$ cat config.mk
export PLATFORM = sky130hd
export DESIGN_NAME = maf_filter
export DESIGN_NICKNAME = d
export VERILOG_FILES = /design/src/rtl/maf_pkg.sv /design/src/rtl/maf_match_slot.sv /design/src/rtl/maf_filter.sv
export SDC_FILE = /design/constraint.sdc
export NUM_CORES = 1
export LEC_CHECK = 0
export BUFFER_PORTS_ARGS = -buffer_cell sky130_fd_sc_hd__clkbuf_2
export CORE_ASPECT_RATIO = 1.75
export CORE_UTILIZATION = 47
export CTS_CLUSTER_SIZE = 20
export DETAILED_ROUTE_END_ITERATION = 12
export PLACE_DENSITY = 0.67
export REMOVE_ABC_BUFFERS = 1
export SLEW_MARGIN = 40
export SYNTH_ARGS = -nofsm -noshare
export SYNTH_HDL_FRONTEND = slang
export SYNTH_SLANG_ARGS = --single-unit
export TNS_END_PERCENT = 5
$ cat constraint.sdc
create_clock -name hclk -period 7.15 [get_ports hclk]
set_input_delay 1.43 -clock hclk [delete_from_list [all_inputs] [get_ports hclk]]
set_output_delay 1.43 -clock hclk [all_outputs]
set_load 0.005 [all_outputs]
$ cat src/rtl/maf_pkg.sv
// Package of constants for the MAC address filter and user I/O block
// Behaviour
// - Four independent destination address match slots, each a low and a high register, are compared with received frames.
// - The low match register holds the low address bits, bit zero being the multicast bit of the first received byte.
// - The high match register holds address bits 47 to 32 in its low half; its upper half is reserved and reads zero.
// - A sixteen-bit software value is held and compared with the type/length field of each received frame.
// - A hardware-built pause frame carries the sixteen-bit transmit pause quantum register value as its quantum.
// - User I/O bit 0 set selects MII operation, cleared selects RMII operation.
// - With external match enable set, user I/O bit 1 set makes received frames be copied to memory; clear copies none.
// - A software toggle of user I/O bit 2 makes the device transmit one pause frame.
// - User I/O bit 3 selects zero or the transmit pause quantum register value as the transmitted quantum.
package maf_pkg;

  ////////////////////////////////////////////////////////////////////////////
  // Register byte offsets
  localparam logic [7:0] MAF_OFS_MATCH1_LOW  = 8'h00;
  localparam logic [7:0] MAF_OFS_MATCH1_HIGH = 8'h04;
  localparam logic [7:0] MAF_OFS_MATCH2_LOW  = 8'h08;
  localparam logic [7:0] MAF_OFS_MATCH2_HIGH = 8'h0C;
  localparam logic [7:0] MAF_OFS_MATCH3_LOW  = 8'h10;
  localparam logic [7:0] MAF_OFS_MATCH3_HIGH = 8'h14;
  localparam logic [7:0] MAF_OFS_MATCH4_LOW  = 8'h18;
  localparam logic [7:0] MAF_OFS_MATCH4_HIGH = 8'h1C;
  localparam logic [7:0] MAF_OFS_TYPE_LEN    = 8'h20;
  localparam logic [7:0] MAF_OFS_PAUSE_QUANT = 8'h24;
  localparam logic [7:0] MAF_OFS_USER_IO     = 8'h28;
  localparam logic [7:0] MAF_OFS_NET_CONFIG  = 8'h2C;
  localparam logic [7:0] MAF_OFS_STATUS      = 8'h30;

  // Stride between match slots
  localparam logic [7:0] MAF_SLOT_STRIDE = 8'h08;

  ////////////////////////////////////////////////////////////////////////////
  // Field positions
  localparam int MAF_UIO_MII_BIT        = 0;
  localparam int MAF_UIO_COPY_ALL_BIT   = 1;
  localparam int MAF_UIO_PAUSE_TRIG_BIT = 2;
  localparam int MAF_UIO_PAUSE_ZERO_BIT = 3;
  localparam int MAF_UIO_WIDTH          = 4;
  localparam int MAF_NCFG_EXT_MATCH_BIT = 0;
  localparam int MAF_STAT_SLOT_LSB      = 0;
  localparam int MAF_STAT_HIT_LSB       = 4;
  localparam int MAF_STAT_TYPE_HIT_BIT  = 8;
  localparam int MAF_STAT_PEND_LSB      = 16;

  ////////////////////////////////////////////////////////////////////////////
  // Sizes and reset values
  localparam int                  MAF_SLOTS         = 4;
  localparam int                  MAF_HIGH_WIDTH    = 16;
  localparam int                  MAF_TYPE_WIDTH    = 16;
  localparam int                  MAF_PEND_WIDTH    = 4;
  localparam logic [31:0]         MAF_RST_WORD      = 32'h0000_0000;
  localparam logic [15:0]         MAF_RST_HALF      = 16'h0000;
  localparam logic [3:0]          MAF_RST_USER_IO   = 4'h0;

  // AHB encodings
  localparam logic [1:0] MAF_HTRANS_NONSEQ = 2'h2;
  localparam logic [1:0] MAF_HTRANS_SEQ    = 2'h3;

endpackage

$ cat src/rtl/maf_match_slot.sv
// One destination address match slot
`timescale 1ns/1ps
module maf_match_slot
  import maf_pkg::*;
(
  input  wire logic        hclk,
  input  wire logic        hresetn,
  input  wire logic [31:0] addr_low,
  input  wire logic [15:0] addr_high,
  input  wire logic        slot_on,
  input  wire logic [47:0] rx_dest,
  input  wire logic        rx_strobe,
  output logic             hit
);

  typedef struct packed {
    logic hit;
  } maf_slot_state_type;

  maf_slot_state_type s;
  maf_slot_state_type next_s;

  ////////////////////////////////////////////////////////////////////////////
  // Compare, registered
  always_comb
  begin
    next_s     = s;
    next_s.hit = rx_strobe && slot_on && (rx_dest == {addr_high, addr_low});
  end

  always_ff @(posedge hclk or negedge hresetn)
  begin
    if (!hresetn)
      s <= '0;
    else
      s <= next_s;
  end

  assign hit = s.hit;

endmodule

$ cat src/rtl/maf_filter.sv
// MAC address filter, type compare, pause trigger and user I/O registers
`timescale 1ns/1ps
module maf_filter
  import maf_pkg::*;
#(
  parameter int PEND_WIDTH = MAF_PEND_WIDTH
)
(
  input  wire logic        hclk,
  input  wire logic        hresetn,
  input  wire logic        hsel,
  input  wire logic [31:0] haddr,
  input  wire logic [1:0]  htrans,
  input  wire logic        hwrite,
  input  wire logic [2:0]  hsize,
  input  wire logic [31:0] hwdata,
  input  wire logic        hready,
  output logic             hreadyout,
  output logic             hresp,
  output logic [31:0]      hrdata,
  input  wire logic [47:0] rx_dest_addr,
  input  wire logic [15:0] rx_type_len,
  input  wire logic        rx_hdr_valid,
  output logic [3:0]       rx_addr_match,
  output logic             rx_type_match,
  output logic             rx_match_valid,
  output logic             rx_copy_all,
  output logic             phy_mii_mode,
  output logic             pause_tx_req,
  output logic [15:0]      pause_tx_quantum,
  input  wire logic        pause_tx_done
);

  typedef struct packed {
    logic [MAF_SLOTS-1:0][31:0]             addr_low;
    logic [MAF_SLOTS-1:0][MAF_HIGH_WIDTH-1:0] addr_high;
    logic [MAF_SLOTS-1:0]                   slot_on;
    logic [MAF_TYPE_WIDTH-1:0]              type_cmp;
    logic [15:0]                            pause_quant;
    logic [MAF_UIO_WIDTH-1:0]               user_io;
    logic                                   ext_match;
    logic [PEND_WIDTH-1:0]                  pend;
    logic                                   wr_pend;
    logic [7:0]                             wr_ofs;
    logic [31:0]                            rdata;
    logic                                   type_hit;
    logic                                   match_vld;
    logic                                   copy_all;
    logic                                   mii;
    logic                                   pause_req;
    logic [15:0]                            quant_out;
  } maf_state_type;

  maf_state_type        s;
  maf_state_type        next_s;
  logic [MAF_SLOTS-1:0] slot_hit;
  logic                 addr_phase;
  logic [7:0]           addr_ofs;
  logic                 trig_toggle;

  ////////////////////////////////////////////////////////////////////////////
  // Match slots
  genvar g;
  generate
    for (g = 0; g < MAF_SLOTS; g = g + 1)
    begin : gen_slot
      maf_match_slot u_slot (
        .hclk      (hclk),
        .hresetn   (hresetn),
        .addr_low  (s.addr_low[g]),
        .addr_high (s.addr_high[g]),
        .slot_on   (s.slot_on[g]),
        .rx_dest   (rx_dest_addr),
        .rx_strobe (rx_hdr_valid),
        .hit       (slot_hit[g])
      );
    end
  endgenerate

  ////////////////////////////////////////////////////////////////////////////
  // Bus decode
  assign addr_phase = hsel && hready && (htrans == MAF_HTRANS_NONSEQ || htrans == MAF_HTRANS_SEQ);
  assign addr_ofs   = {haddr[7:2], 2'b00};

  ////////////////////////////////////////////////////////////////////////////
  // Next state
  always_comb
  begin
    next_s      = s;
    trig_toggle = 1'b0;

    // Write data phase
    if (s.wr_pend)
    begin
      next_s.wr_pend = 1'b0;
      for (int i = 0; i < MAF_SLOTS; i++)
      begin
        if (s.wr_ofs == MAF_OFS_MATCH1_LOW + MAF_SLOT_STRIDE * 8'(i))
        begin
          next_s.addr_low[i] = hwdata;
          next_s.slot_on[i]  = 1'b0;
        end
        if (s.wr_ofs == MAF_OFS_MATCH1_HIGH + MAF_SLOT_STRIDE * 8'(i))
        begin
          next_s.addr_high[i] = hwdata[MAF_HIGH_WIDTH-1:0];
          next_s.slot_on[i]   = 1'b1;
        end
      end
      case (s.wr_ofs)
        MAF_OFS_TYPE_LEN:
          next_s.type_cmp = hwdata[MAF_TYPE_WIDTH-1:0];
        MAF_OFS_PAUSE_QUANT:
          next_s.pause_quant = hwdata[15:0];
        MAF_OFS_USER_IO:
        begin
          next_s.user_io = hwdata[MAF_UIO_WIDTH-1:0];
          trig_toggle    = hwdata[MAF_UIO_PAUSE_TRIG_BIT] != s.user_io[MAF_UIO_PAUSE_TRIG_BIT];
        end
        MAF_OFS_NET_CONFIG:
          next_s.ext_match = hwdata[MAF_NCFG_EXT_MATCH_BIT];
        default:
          next_s.wr_pend = 1'b0;
      endcase
    end

    // Pending pause frames; a new toggle beside a done keeps the count
    if (trig_toggle && !pause_tx_done)
    begin
      if (s.pend != {PEND_WIDTH{1'b1}})
        next_s.pend = s.pend + PEND_WIDTH'(1);
    end
    else if (!trig_toggle && pause_tx_done && s.pend != '0)
    begin
      next_s.pend = s.pend - PEND_WIDTH'(1);
    end

    // Address phase capture; writes outside the window are dropped
    if (addr_phase && hwrite)
    begin
      next_s.wr_pend = haddr[31:8] == 24'h00_0000;
      next_s.wr_ofs  = addr_ofs;
    end

    // Read data, taken after any write of this cycle
    if (addr_phase && !hwrite)
    begin
      next_s.rdata = MAF_RST_WORD;
      for (int i = 0; i < MAF_SLOTS; i++)
      begin
        if (addr_ofs == MAF_OFS_MATCH1_LOW + MAF_SLOT_STRIDE * 8'(i))
          next_s.rdata = next_s.addr_low[i];
        if (addr_ofs == MAF_OFS_MATCH1_HIGH + MAF_SLOT_STRIDE * 8'(i))
          next_s.rdata = {16'h0000, next_s.addr_high[i]};
      end
      case (addr_ofs)
        MAF_OFS_TYPE_LEN:
          next_s.rdata = {16'h0000, next_s.type_cmp};
        MAF_OFS_PAUSE_QUANT:
          next_s.rdata = {16'h0000, next_s.pause_quant};
        MAF_OFS_USER_IO:
          next_s.rdata = {28'h000_0000, next_s.user_io};
        MAF_OFS_NET_CONFIG:
          next_s.rdata = {31'h0000_0000, next_s.ext_match};
        MAF_OFS_STATUS:
        begin
          next_s.rdata[MAF_STAT_SLOT_LSB +: MAF_SLOTS]     = next_s.slot_on;
          next_s.rdata[MAF_STAT_HIT_LSB +: MAF_SLOTS]      = slot_hit;
          next_s.rdata[MAF_STAT_TYPE_HIT_BIT]              = s.type_hit;
          next_s.rdata[MAF_STAT_PEND_LSB +: PEND_WIDTH]    = next_s.pend;
        end
        default:
          next_s.rdata = next_s.rdata;
      endcase
      if (haddr[31:8] != 24'h00_0000)
        next_s.rdata = MAF_RST_WORD;
    end

    // Receive side compares
    next_s.type_hit  = rx_hdr_valid && (rx_type_len == s.type_cmp);
    next_s.match_vld = rx_hdr_valid;
    next_s.copy_all  = rx_hdr_valid && s.ext_match && s.user_io[MAF_UIO_COPY_ALL_BIT];

    // Link side outputs
    next_s.mii       = next_s.user_io[MAF_UIO_MII_BIT];
    next_s.pause_req = next_s.pend != '0;
    next_s.quant_out = next_s.user_io[MAF_UIO_PAUSE_ZERO_BIT] ? MAF_RST_HALF : next_s.pause_quant;
  end

  ////////////////////////////////////////////////////////////////////////////
  // State register
  always_ff @(posedge hclk or negedge hresetn)
  begin
    if (!hresetn)
    begin
      s             <= '0;
      s.user_io     <= MAF_RST_USER_IO;
      s.type_cmp    <= MAF_RST_HALF;
      s.pause_quant <= MAF_RST_HALF;
    end
    else
    begin
      s <= next_s;
    end
  end

  ////////////////////////////////////////////////////////////////////////////
  // Outputs
  assign hreadyout        = 1'b1;
  assign hresp            = 1'b0;
  assign hrdata           = s.rdata;
  assign rx_addr_match    = slot_hit;
  assign rx_type_match    = s.type_hit;
  assign rx_match_valid   = s.match_vld;
  assign rx_copy_all      = s.copy_all;
  assign phy_mii_mode     = s.mii;
  assign pause_tx_req     = s.pause_req;
  assign pause_tx_quantum = s.quant_out;

endmodule

==> results.cfg, run 1 <==
[grt]
busiest_layer = met2
grt_overflow = 0
use_met3 = 0.03531
grt.total_usage = 0.3173
grt_pass1_vias = 12129
antenna_found_initial = 1
use_met1 = 0.3602
grt_max_degree = 159
gr-usage-met2 = 0.5631
grt_first_pass_wirelength_um = 78760

[critical_path]
critPathTopFamily = simple AND/OR/NAND/NOR gates
critPathMaxFanout = 19
worst-setup-path-type = flip-flop to flip-flop
worstReg2RegStart = s[58]$_DFFE_PN0P_
crit_path_end_kind = flip-flop
critical_path_arrival_ns = 4.11
path_cells = or4_1 > nor2_4 > buf_4 > mux2_2 > and2_1 > a221o_1 > a211oi_1 > o221ai_1
critical_path_required_ns = 7.57
critPathMaxStageDelay_ns = 0.78
rrSetupSlack_ns = 3.46
crit_slowest_cell = or4_1
path_buf_inv = 1
setup.worst_path.start_class = flip-flop
crit_start = s[58]$_DFFE_PN0P_

[routing]
viasPerCell = 5.880
dr.pass1.iters = 5
ant_nets = 0
via_count = 11701
wl_per_cell_um = 27.02
drc = 0
drt_wl_total_um = 53770
drt_first_iter_violations = 847

[synthesis]
ys_ff_latch = 300
synth_edf_count = 0
synthCells = 1414
synthTopCellsByArea = dfrtp_1 47%, mux2_2 15%, xor2_1 8.6%
ys_seq_area_frac = 0.4733
synth-warning-count = 0
yosysUniqueCellTypes = 68
synth.top_cells.by_count = 300 x dfrtp_1, 210 x mux2_2, 156 x xor2_1, 124 x nand2_1, 63 x a22oi_1
synthFlopType = dfrtp_1
avgSynthCellArea_um2 = 11.22
synth_async_sr_flop_share = 1.000
synth_area_leader_cell = dfrtp_1
synth_most_common_cell = dfrtp_1
synth_area_um2 = 15860
synthDominantCellAreaShare = 0.4733

[power]
internal-power_mw = 2.784
switchingPower_mw = 0.9747
leakage_nw = 8.698
p_sw_frac = 0.2593
cellPowerDensity_nw_per_um2 = 211.5
ir_worst_vdd_uv = 167.5
pwr-share-clk = 0.419
comb_power_share = 0.105
power_frac_seq = 0.476

[cts]
htreeDepth = 1
ctsResizeCount = 0
clk_pin_slew_ns = 0.07
cts_buffers = 28
ctsHoldBuffers = 0
clock_latency_ns = 0.57
clk_path_buf_depth = 3
cts_tree = built
cts_sinks = 300
post_cts_buffers = 0
root_buffer = clkbuf_16

[sta]
skew_ns = 0.02036
slew_viol_final = 0
slew_headroom = 0.3686
grt_setup_unrepaired = false
min_period_ns = 3.689
hold_slack_ns = 0.4730
final-hold-violation-count = 0
finalSetupViolCount = 0
setup_slack_ns = 3.461
fmax_ghz = 0.2711
period_share = 0.5160
setup-tns-final_ns = 0
worst_slew_pin_slew_ns = 0.9428

[finish]
area_growth_pct = 12.05
design_area_um2 = 17770
fin_nets = 1662
instances_no_fill = 1990
drive_gt1_frac = 0.3223

[placement]
place_inst = 1939
port_buffers = 190
dp_worst_setup_slack_ns = 2.903
place_area_um2 = 16790
dp_hpwl_um = 39340
place.gp.congestion = 0.9690

[floorplan]
die_w_um = 140.9
die_h_um = 245.0
initial_utilization = 0.4786
ios = 199
die-area_um2 = 34520
coreArea_um2 = 33140
rows = 88

[job]
maxCapViolations = 0

[worst_hold_path]
hold_path_class = flip-flop to flip-flop
hold_start = hrdata[24]$_DFFE_PN0P_

[outcome]
outcome = complete, no violations
## sequential cells by signal (all words and copies together) (netlist names)
register             cells
rx_type_match            1
hrdata                  32
rx_match_valid           1
gen_slot.u_slot.hit      4
pause_tx_req             1
pause_tx_quantum        16
rx_copy_all              1
s                      244
## kinds of logic after synthesis
group / after synthesis / synth area share
compound gates: 187 / 0.08306
buf+inv: 167 / 0.05655
xor+xnor: 200 / 0.1104
fa+ha+maj: 2 / 0.001577
mux: 236 / 0.1668
flops: 300 / 0.4733
other cells: 2 / 0.0004734
simple gates: 320 / 0.1078
## final timing paths
| kind | to | cells past startpoint |
|---|---|---|
| max | hrdata[10]$_DFFE_PN0P_ | 8 |
| min in group asynchronous | s[180]$_DFF_PN0_ | 1 |
| min | hrdata[24]$_DFFE_PN0P_ | 2 |
| max in group asynchronous | s[58]$_DFFE_PN0P_ | 3 |
| max reg2reg | hrdata[10]$_DFFE_PN0P_ | 8 |
| min reg2reg | hrdata[24]$_DFFE_PN0P_ | 2 |
## metrics by stage
stage,power (mW),util
floorplan,1.983,-
global placement,2.195,0.5059
detailed placement,2.207,0.5066
CTS,3.776,0.5353
global route,3.867,0.5363
finish,3.759,0.5363
## power groups by stage
stage	combinational [mW]	clock, mW	sequential (mW)
after floorplan	0.176	0	1.81
after global placement	0.383	0	1.81
after detailed placement	0.390	0	1.82
after CTS	0.392	1.60	1.79
after global routing	0.423	1.65	1.79
final	0.395	1.58	1.79
## worst min-delay path: stages, from the launching register on
cell     delay, ns
dfrtp_1       0.34
nand2_1       0.05
nand2_1       0.05
## per-layer routing
metal / up-vias / routed length (um) / share of wire
met5: - / 0 / 0
met2: 489 / 27530 / 0.51
met3: 151 / 2838 / 0.053
met4: 0 / 3759 / 0.070
li1: 5173 / - / -
met1: 5888 / 19640 / 0.37
## area by class of cell
class                      count  area (um^2)
antenna                        1        2.502
clock buffer                  39        823.3
clock inverter                10        127.6
fill                        2951        15370
inverter                      36        135.1
multi-input combinational    947         7491
sequential                   300         7507
tap                          450        563.0
timing repair buffer         207         1125
## layout by cell type (no fill, tap or decap), types with 14 or more instances in the layout
cell type,Yosys,layout
nand3_1,15,15
nor4_1,52,51
dfrtp_1,300,300
xnor2_1,44,44
mux2i_1,18,18
nand2_1,124,123
nand4_1,32,32
mux2_2,210,210
buf_4,61,14
xor2_1,156,156
inv_1,36,35
a21oi_1,24,23
a22oi_1,63,63
o21ai_0,23,23
nor2_1,39,37
clkbuf_16,0,29
clkbuf_2,0,189
(Power assumes the default switching activity.)
==> run 2, diff against run 1 <==
Settings changed: PLACE_DENSITY 0.67 to 0.69.
Clock period 7.15 ns to 3 ns, I/O delays scaled along.
==> results.cfg, run 2 (synthesis gave the netlist of run 1 again) <==
[cts]
cts_sinks = 300
cts_buffers = 28
clock_latency_ns = 0.56
ctsResizeCount = 0
clk_path_buf_depth = 3
cts_tree = built
post_cts_buffers = 0
htreeDepth = 1
clk_pin_slew_ns = 0.07
root_buffer = clkbuf_16

[power]
power_frac_seq = 0.469
internal-power_mw = 6.667
cellPowerDensity_nw_per_um2 = 493.3
p_sw_frac = 0.2631
pwr-share-clk = 0.420
comb_power_share = 0.111
switchingPower_mw = 2.381
ir_worst_vdd_uv = 414.9
leakage_nw = 9.041

[finish]
num-fill-cells = 2920
instances_no_fill = 2054
final_cell_mix = 300 x dfrtp_1, 210 x mux2_2, 189 x clkbuf_2, 156 x xor2_1, 124 x nand2_1
final_common_cell = dfrtp_1
largest-register = s
drive_gt1_frac = 0.3425
fin_nets = 1723
area_growth_pct = 15.63
largest_reg_flops = 244
design_area_um2 = 18340

[outcome]
outcome = complete, no violations

[grt]
grt_max_degree = 72
antenna_found_initial = 1
grt_overflow = 0
grt_first_pass_wirelength_um = 81930
grt_pass1_vias = 12718
grt.total_usage = 0.3281

[worst_hold_path]
hold_start = hwdata[18]
whs_endpoint = s[189]$_DFF_PN0_
worstHoldPathCells = 2
hold_path_class = input port to flip-flop

[critical_path]
r2r_end = hrdata[1]$_DFFE_PN0P_
r2r_cells = 8
setup.worst_path.start_class = flip-flop
worst-setup-path-type = flip-flop to flip-flop
crit_path_end_kind = flip-flop
critical_path_arrival_ns = 3.36
critPathMaxFanout = 14
rrSetupSlack_ns = 0.10
worstReg2RegStart = s[58]$_DFFE_PN0P_
critical_path_required_ns = 3.46

[routing]
viasPerCell = 5.884
wl_per_cell_um = 26.99
drt_first_iter_violations = 957
drt_wl_total_um = 55440
dr.pass1.iters = 7
drc = 0
via_count = 12086
ant_nets = 0

[floorplan]
coreArea_um2 = 33140
rows = 88
die-area_um2 = 34520
die_w_um = 140.9
ios = 199
initial_utilization = 0.4786
die_h_um = 245.0

[placement]
place_inst = 2000
place.gp.congestion = 0.9849
port_buffers = 190
place_area_um2 = 17360
dp_hpwl_um = 41670

[sta]
final-hold-violation-count = 0
finalSetupViolCount = 0
worst_slew_pin_slew_ns = 0.8078
slew_headroom = 0.4565
min_period_ns = 2.898
grt_setup_unrepaired = false
skew_ns = 0.01665
slew_viol_final = 0
period_share = 0.9661
fmax_ghz = 0.3450

[job]
maxCapViolations = 0
## run 2: cell types whose count changed in the layout (fill, tap and decap cells not counted), sizes merged
cell / previous run / this run
clkbuf: 228 / 227
clkinvlp: 1 / 4
inv: 35 / 38
buf: 18 / 78
dlygate4sd3: 0 / 1
clkinv: 7 / 5
## run 2: repair_timing
item,4_1_cts,5_1_grt
hold endpoints to repair,19,0
hold buffers,1,0
endpoints found under the setup margin,0,1
## run 2: stage by stage
| stage | setup slack [ns] | utilization | power (mW) | hold slack, ns | TNS (ns) |
|---|---|---|---|---|---|
| 2_1_floorplan | -0.4534 | - | 4.727 | 0.3044 | -5.458 |
| 3_3_place_gp | 0.1520 | 0.5237 | 5.272 | 0.4529 | 0 |
| 3_5_place_dp | 0.1370 | 0.5237 | 5.301 | 0.4581 | 0 |
| 4_1_cts | 0.1126 | 0.5534 | 9.077 | 0.3129 | 0 |
| 5_1_grt | 0.01922 | 0.5535 | 9.321 | 0.3193 | 0 |
| 6_report | 0.1016 | 0.5535 | 9.048 | 0.3380 | 0 |
## run 2: area by class of cell
class	instances	area (um^2)	share of cell area
well taps	450	563.0	0.03070
multi-input cells	947	7463	0.4069
diodes	1	2.502	0.0001364
flip-flops and latches	300	7507	0.4093
clock buffers	38	809.5	0.04413
inverters	36	135.1	0.007367
clock inverters	14	162.7	0.008868
repair buffers	268	1699	0.09263
## run 2: power by group through the flow
stage / sequential, mW / clock [mW] / combinational (mW)
floorplan: 4.31 / 0 / 0.420
global placement: 4.31 / 0 / 0.965
detailed placement: 4.32 / 0 / 0.983
CTS: 4.24 / 3.84 / 0.992
global route: 4.26 / 3.99 / 1.07
finish: 4.24 / 3.80 / 1.01
## run 2: how the worst max path moves through the flow
stage,start,depth (start not counted),end,slack [ns]
final,s[58]$_DFFE_PN0P_,8,hrdata[1]$_DFFE_PN0P_,0.10
after global routing,s[58]$_DFFE_PN0P_,9,hrdata[4]$_DFFE_PN0P_,0.02
after global placement,s[58]$_DFFE_PN0P_,9,hrdata[4]$_DFFE_PN0P_,0.15
after detailed placement,s[58]$_DFFE_PN0P_,9,hrdata[4]$_DFFE_PN0P_,0.14
after floorplan,hwrite,6,hrdata[29]$_DFFE_PN0P_,-0.45
after CTS,s[58]$_DFFE_PN0P_,9,hrdata[4]$_DFFE_PN0P_,0.11
## run 2: critical path, stage by stage (launching register included)
cell	delay, ns
dfrtp_1	0.39
or4_1	0.66
buf_4	0.23
nor2_8	0.33
mux2_2	0.41
a22oi_1	0.18
nand4_1	0.14
a21o_1	0.20
a32o_1	0.24
## run 2: routing by layer
layer  wire [um]  global-route usage
met1       19900              0.3729
met2       27860              0.5590
met3        3007             0.03472
met4        4674              0.2647
met5           0                   0
==> run 3, diff against run 2 <==
Settings changed: ABC_AREA set to 1.
==> results.cfg, run 3 <==
[outcome]
outcome = finished with violations
violations = negative hold slack

[floorplan]
coreArea_um2 = 36030
rows = 92
die-area_um2 = 37350
die_w_um = 146.5
die_h_um = 254.9
ios = 199
initial_utilization = 0.4768

[cts]
ctsResizeCount = 0
ctsHoldBuffers = 0
cts_tree = built
clock_latency_ns = 0.58
cts_buffers = 29
htreeDepth = 1
cts_sinks = 300
clk_path_buf_depth = 3
root_buffer = clkbuf_16
clk_pin_slew_ns = 0.07
post_cts_buffers = 0

[routing]
via_count = 16616
drc = 0
wl_per_cell_um = 25.49
drt_first_iter_violations = 1332
drt_wl_total_um = 73650
ant_nets = 0
viasPerCell = 5.749
dr.pass1.iters = 5

[finish]
final_cell_mix = 642 x nand2_1, 300 x dfrtp_1, 259 x inv_1, 213 x o21ai_0, 189 x clkbuf_2
largest-register = s
final_common_cell = nand2_1
area_growth_pct = 13.89
num_antenna_cells = 0
num-fill-cells = 3431
largest_reg_flops = 244
fin_nets = 2541
post-route-util = 0.5430
drive_gt1_frac = 0.1595

[placement]
place.gp.congestion = 1.084
port_buffers = 190
dp_hpwl_um = 57410

[synthesis]
synth.top_cells.by_count = 642 x nand2_1, 300 x dfrtp_1, 259 x inv_1, 213 x o21ai_0, 82 x o21ai_1
synth_most_common_cell = nand2_1
synth_edf_count = 0
yosysUniqueCellTypes = 57
avgSynthCellArea_um2 = 7.669
synthCells = 2240
synthTopCellsByArea = dfrtp_1 44%, nand2_1 14%, o21ai_0 6.2%
synthDominantCellAreaShare = 0.4370
synth_area_um2 = 17180
synth_async_sr_flop_share = 1.000
synthFlopType = dfrtp_1
synth_area_leader_cell = dfrtp_1
ys_seq_area_frac = 0.4370
ys_ff_latch = 300
synth-warning-count = 0

[grt]
antenna_found_initial = 0
grt_pass1_vias = 16381
grt_first_pass_wirelength_um = 106500
grt_overflow = 0
grt.total_usage = 0.3985
grt_max_degree = 72

[sta]
slew_viol_final = 0
min_period_ns = 2.622
final-hold-violation-count = 8
grt_setup_unrepaired = false
setup-tns-final_ns = 0
hold_slack_ns = -0.03022
period_share = 0.8739
finalSetupViolCount = 0
fmax_ghz = 0.3814
worst_slew_pin_slew_ns = 0.8685
skew_ns = 0.01447
slew_headroom = 0.4168

[critical_path]
critical_path_required_ns = 3.47
critical_path_arrival_ns = 3.09
crit_path_end_kind = flip-flop
critPathMaxFanout = 60
worst-setup-path-type = flip-flop to flip-flop
setup.worst_path.start_class = flip-flop

[job]
maxCapViolations = 0

[power]
cellPowerDensity_nw_per_um2 = 469.3
ir_worst_vdd_uv = 441.0
leakage_nw = 10.45

[worst_hold_path]
hold_path_class = input port to async pin
run 3: final cells by class:
cell class / count / area (um^2) / share of cell area
multi-input combinational: 1529 / 7742 / 0.3957
inverter: 275 / 1037 / 0.05302
timing repair buffer: 264 / 1667 / 0.08518
tap: 470 / 588.1 / 0.03006
clock inverter: 14 / 214.0 / 0.01094
clock buffer: 38 / 809.5 / 0.04138
sequential: 300 / 7507 / 0.3837
run 3: path summary, 6_finish.rpt:
path	start	to	slack (ns)	cells after the start
max	s[59]$_DFFE_PN0P_	hrdata[18]$_DFFE_PN0P_	0.38	15
min in group hclk	hwdata[23]	s[226]$_DFF_PN0_	0.28	3
max reg2reg	s[59]$_DFFE_PN0P_	hrdata[18]$_DFFE_PN0P_	0.38	15
min reg2reg	hrdata[25]$_DFFE_PN0P_	hrdata[25]$_DFFE_PN0P_	0.48	2
min	hresetn	hrdata[29]$_DFFE_PN0P_	-0.03	1
max in group asynchronous	hresetn	s[79]$_DFF_PN0_	2.14	2
run 3: report_power, final:
group | internal (mW) | switching, mW
Clock | 2.33 | 1.74
Sequential | 4.09 | 0.0533
Combinational | 0.287 | 0.682
Total | 6.71 | 2.47
run 3: logic make-up after synthesis:
group                    synth area share
buffers and inverters              0.1123
AND/OR/NAND/NOR                    0.2571
adder cells (fa/ha/maj)          0.001456
flip-flops                         0.4370
other                           0.0004372
XOR/XNOR                          0.02797
AO/OA/AOI/OAI                      0.1637
run 3: per-layer routing:
| metal | global-route usage | up-vias | share of wire |
|---|---|---|---|
| met2 | 0.6965 | 781 | 0.49 |
| met3 | 0.05009 | 240 | 0.059 |
| met4 | 0.2964 | 0 | 0.086 |
| met1 | 0.4459 | 8018 | 0.37 |
| met5 | 0 | - | 0 |
| li1 | - | 7577 | - |
run 3: worst max-delay path, cell delays in order (launching register included):
cell and delay (ns):
dfrtp_1 0.38, nor2_1 0.22, nand2_4 0.28, nor2_4 0.19, buf_12 0.27, nand2_1 0.12
o211ai_1 0.12, nand2_1 0.07, nand2_1 0.07, nand2_1 0.04, nand2_1 0.07, nand2_1 0.05
nand2_1 0.33, nand2_1 0.11, nand2_1 0.08, nand2_1 0.06
run 3: stage by stage:
stage,power (mW),worst slack [ns],instances,instance area [um^2]
final,9.183,0.3783,2890,19570
after global routing,9.431,0.2114,2890,19570
after CTS,9.188,0.3865,2890,19570
after detailed placement,5.160,0.2838,2838,18540
after global placement,5.125,0.3367,2838,18540
after floorplan,4.641,0.7686,2104,16290
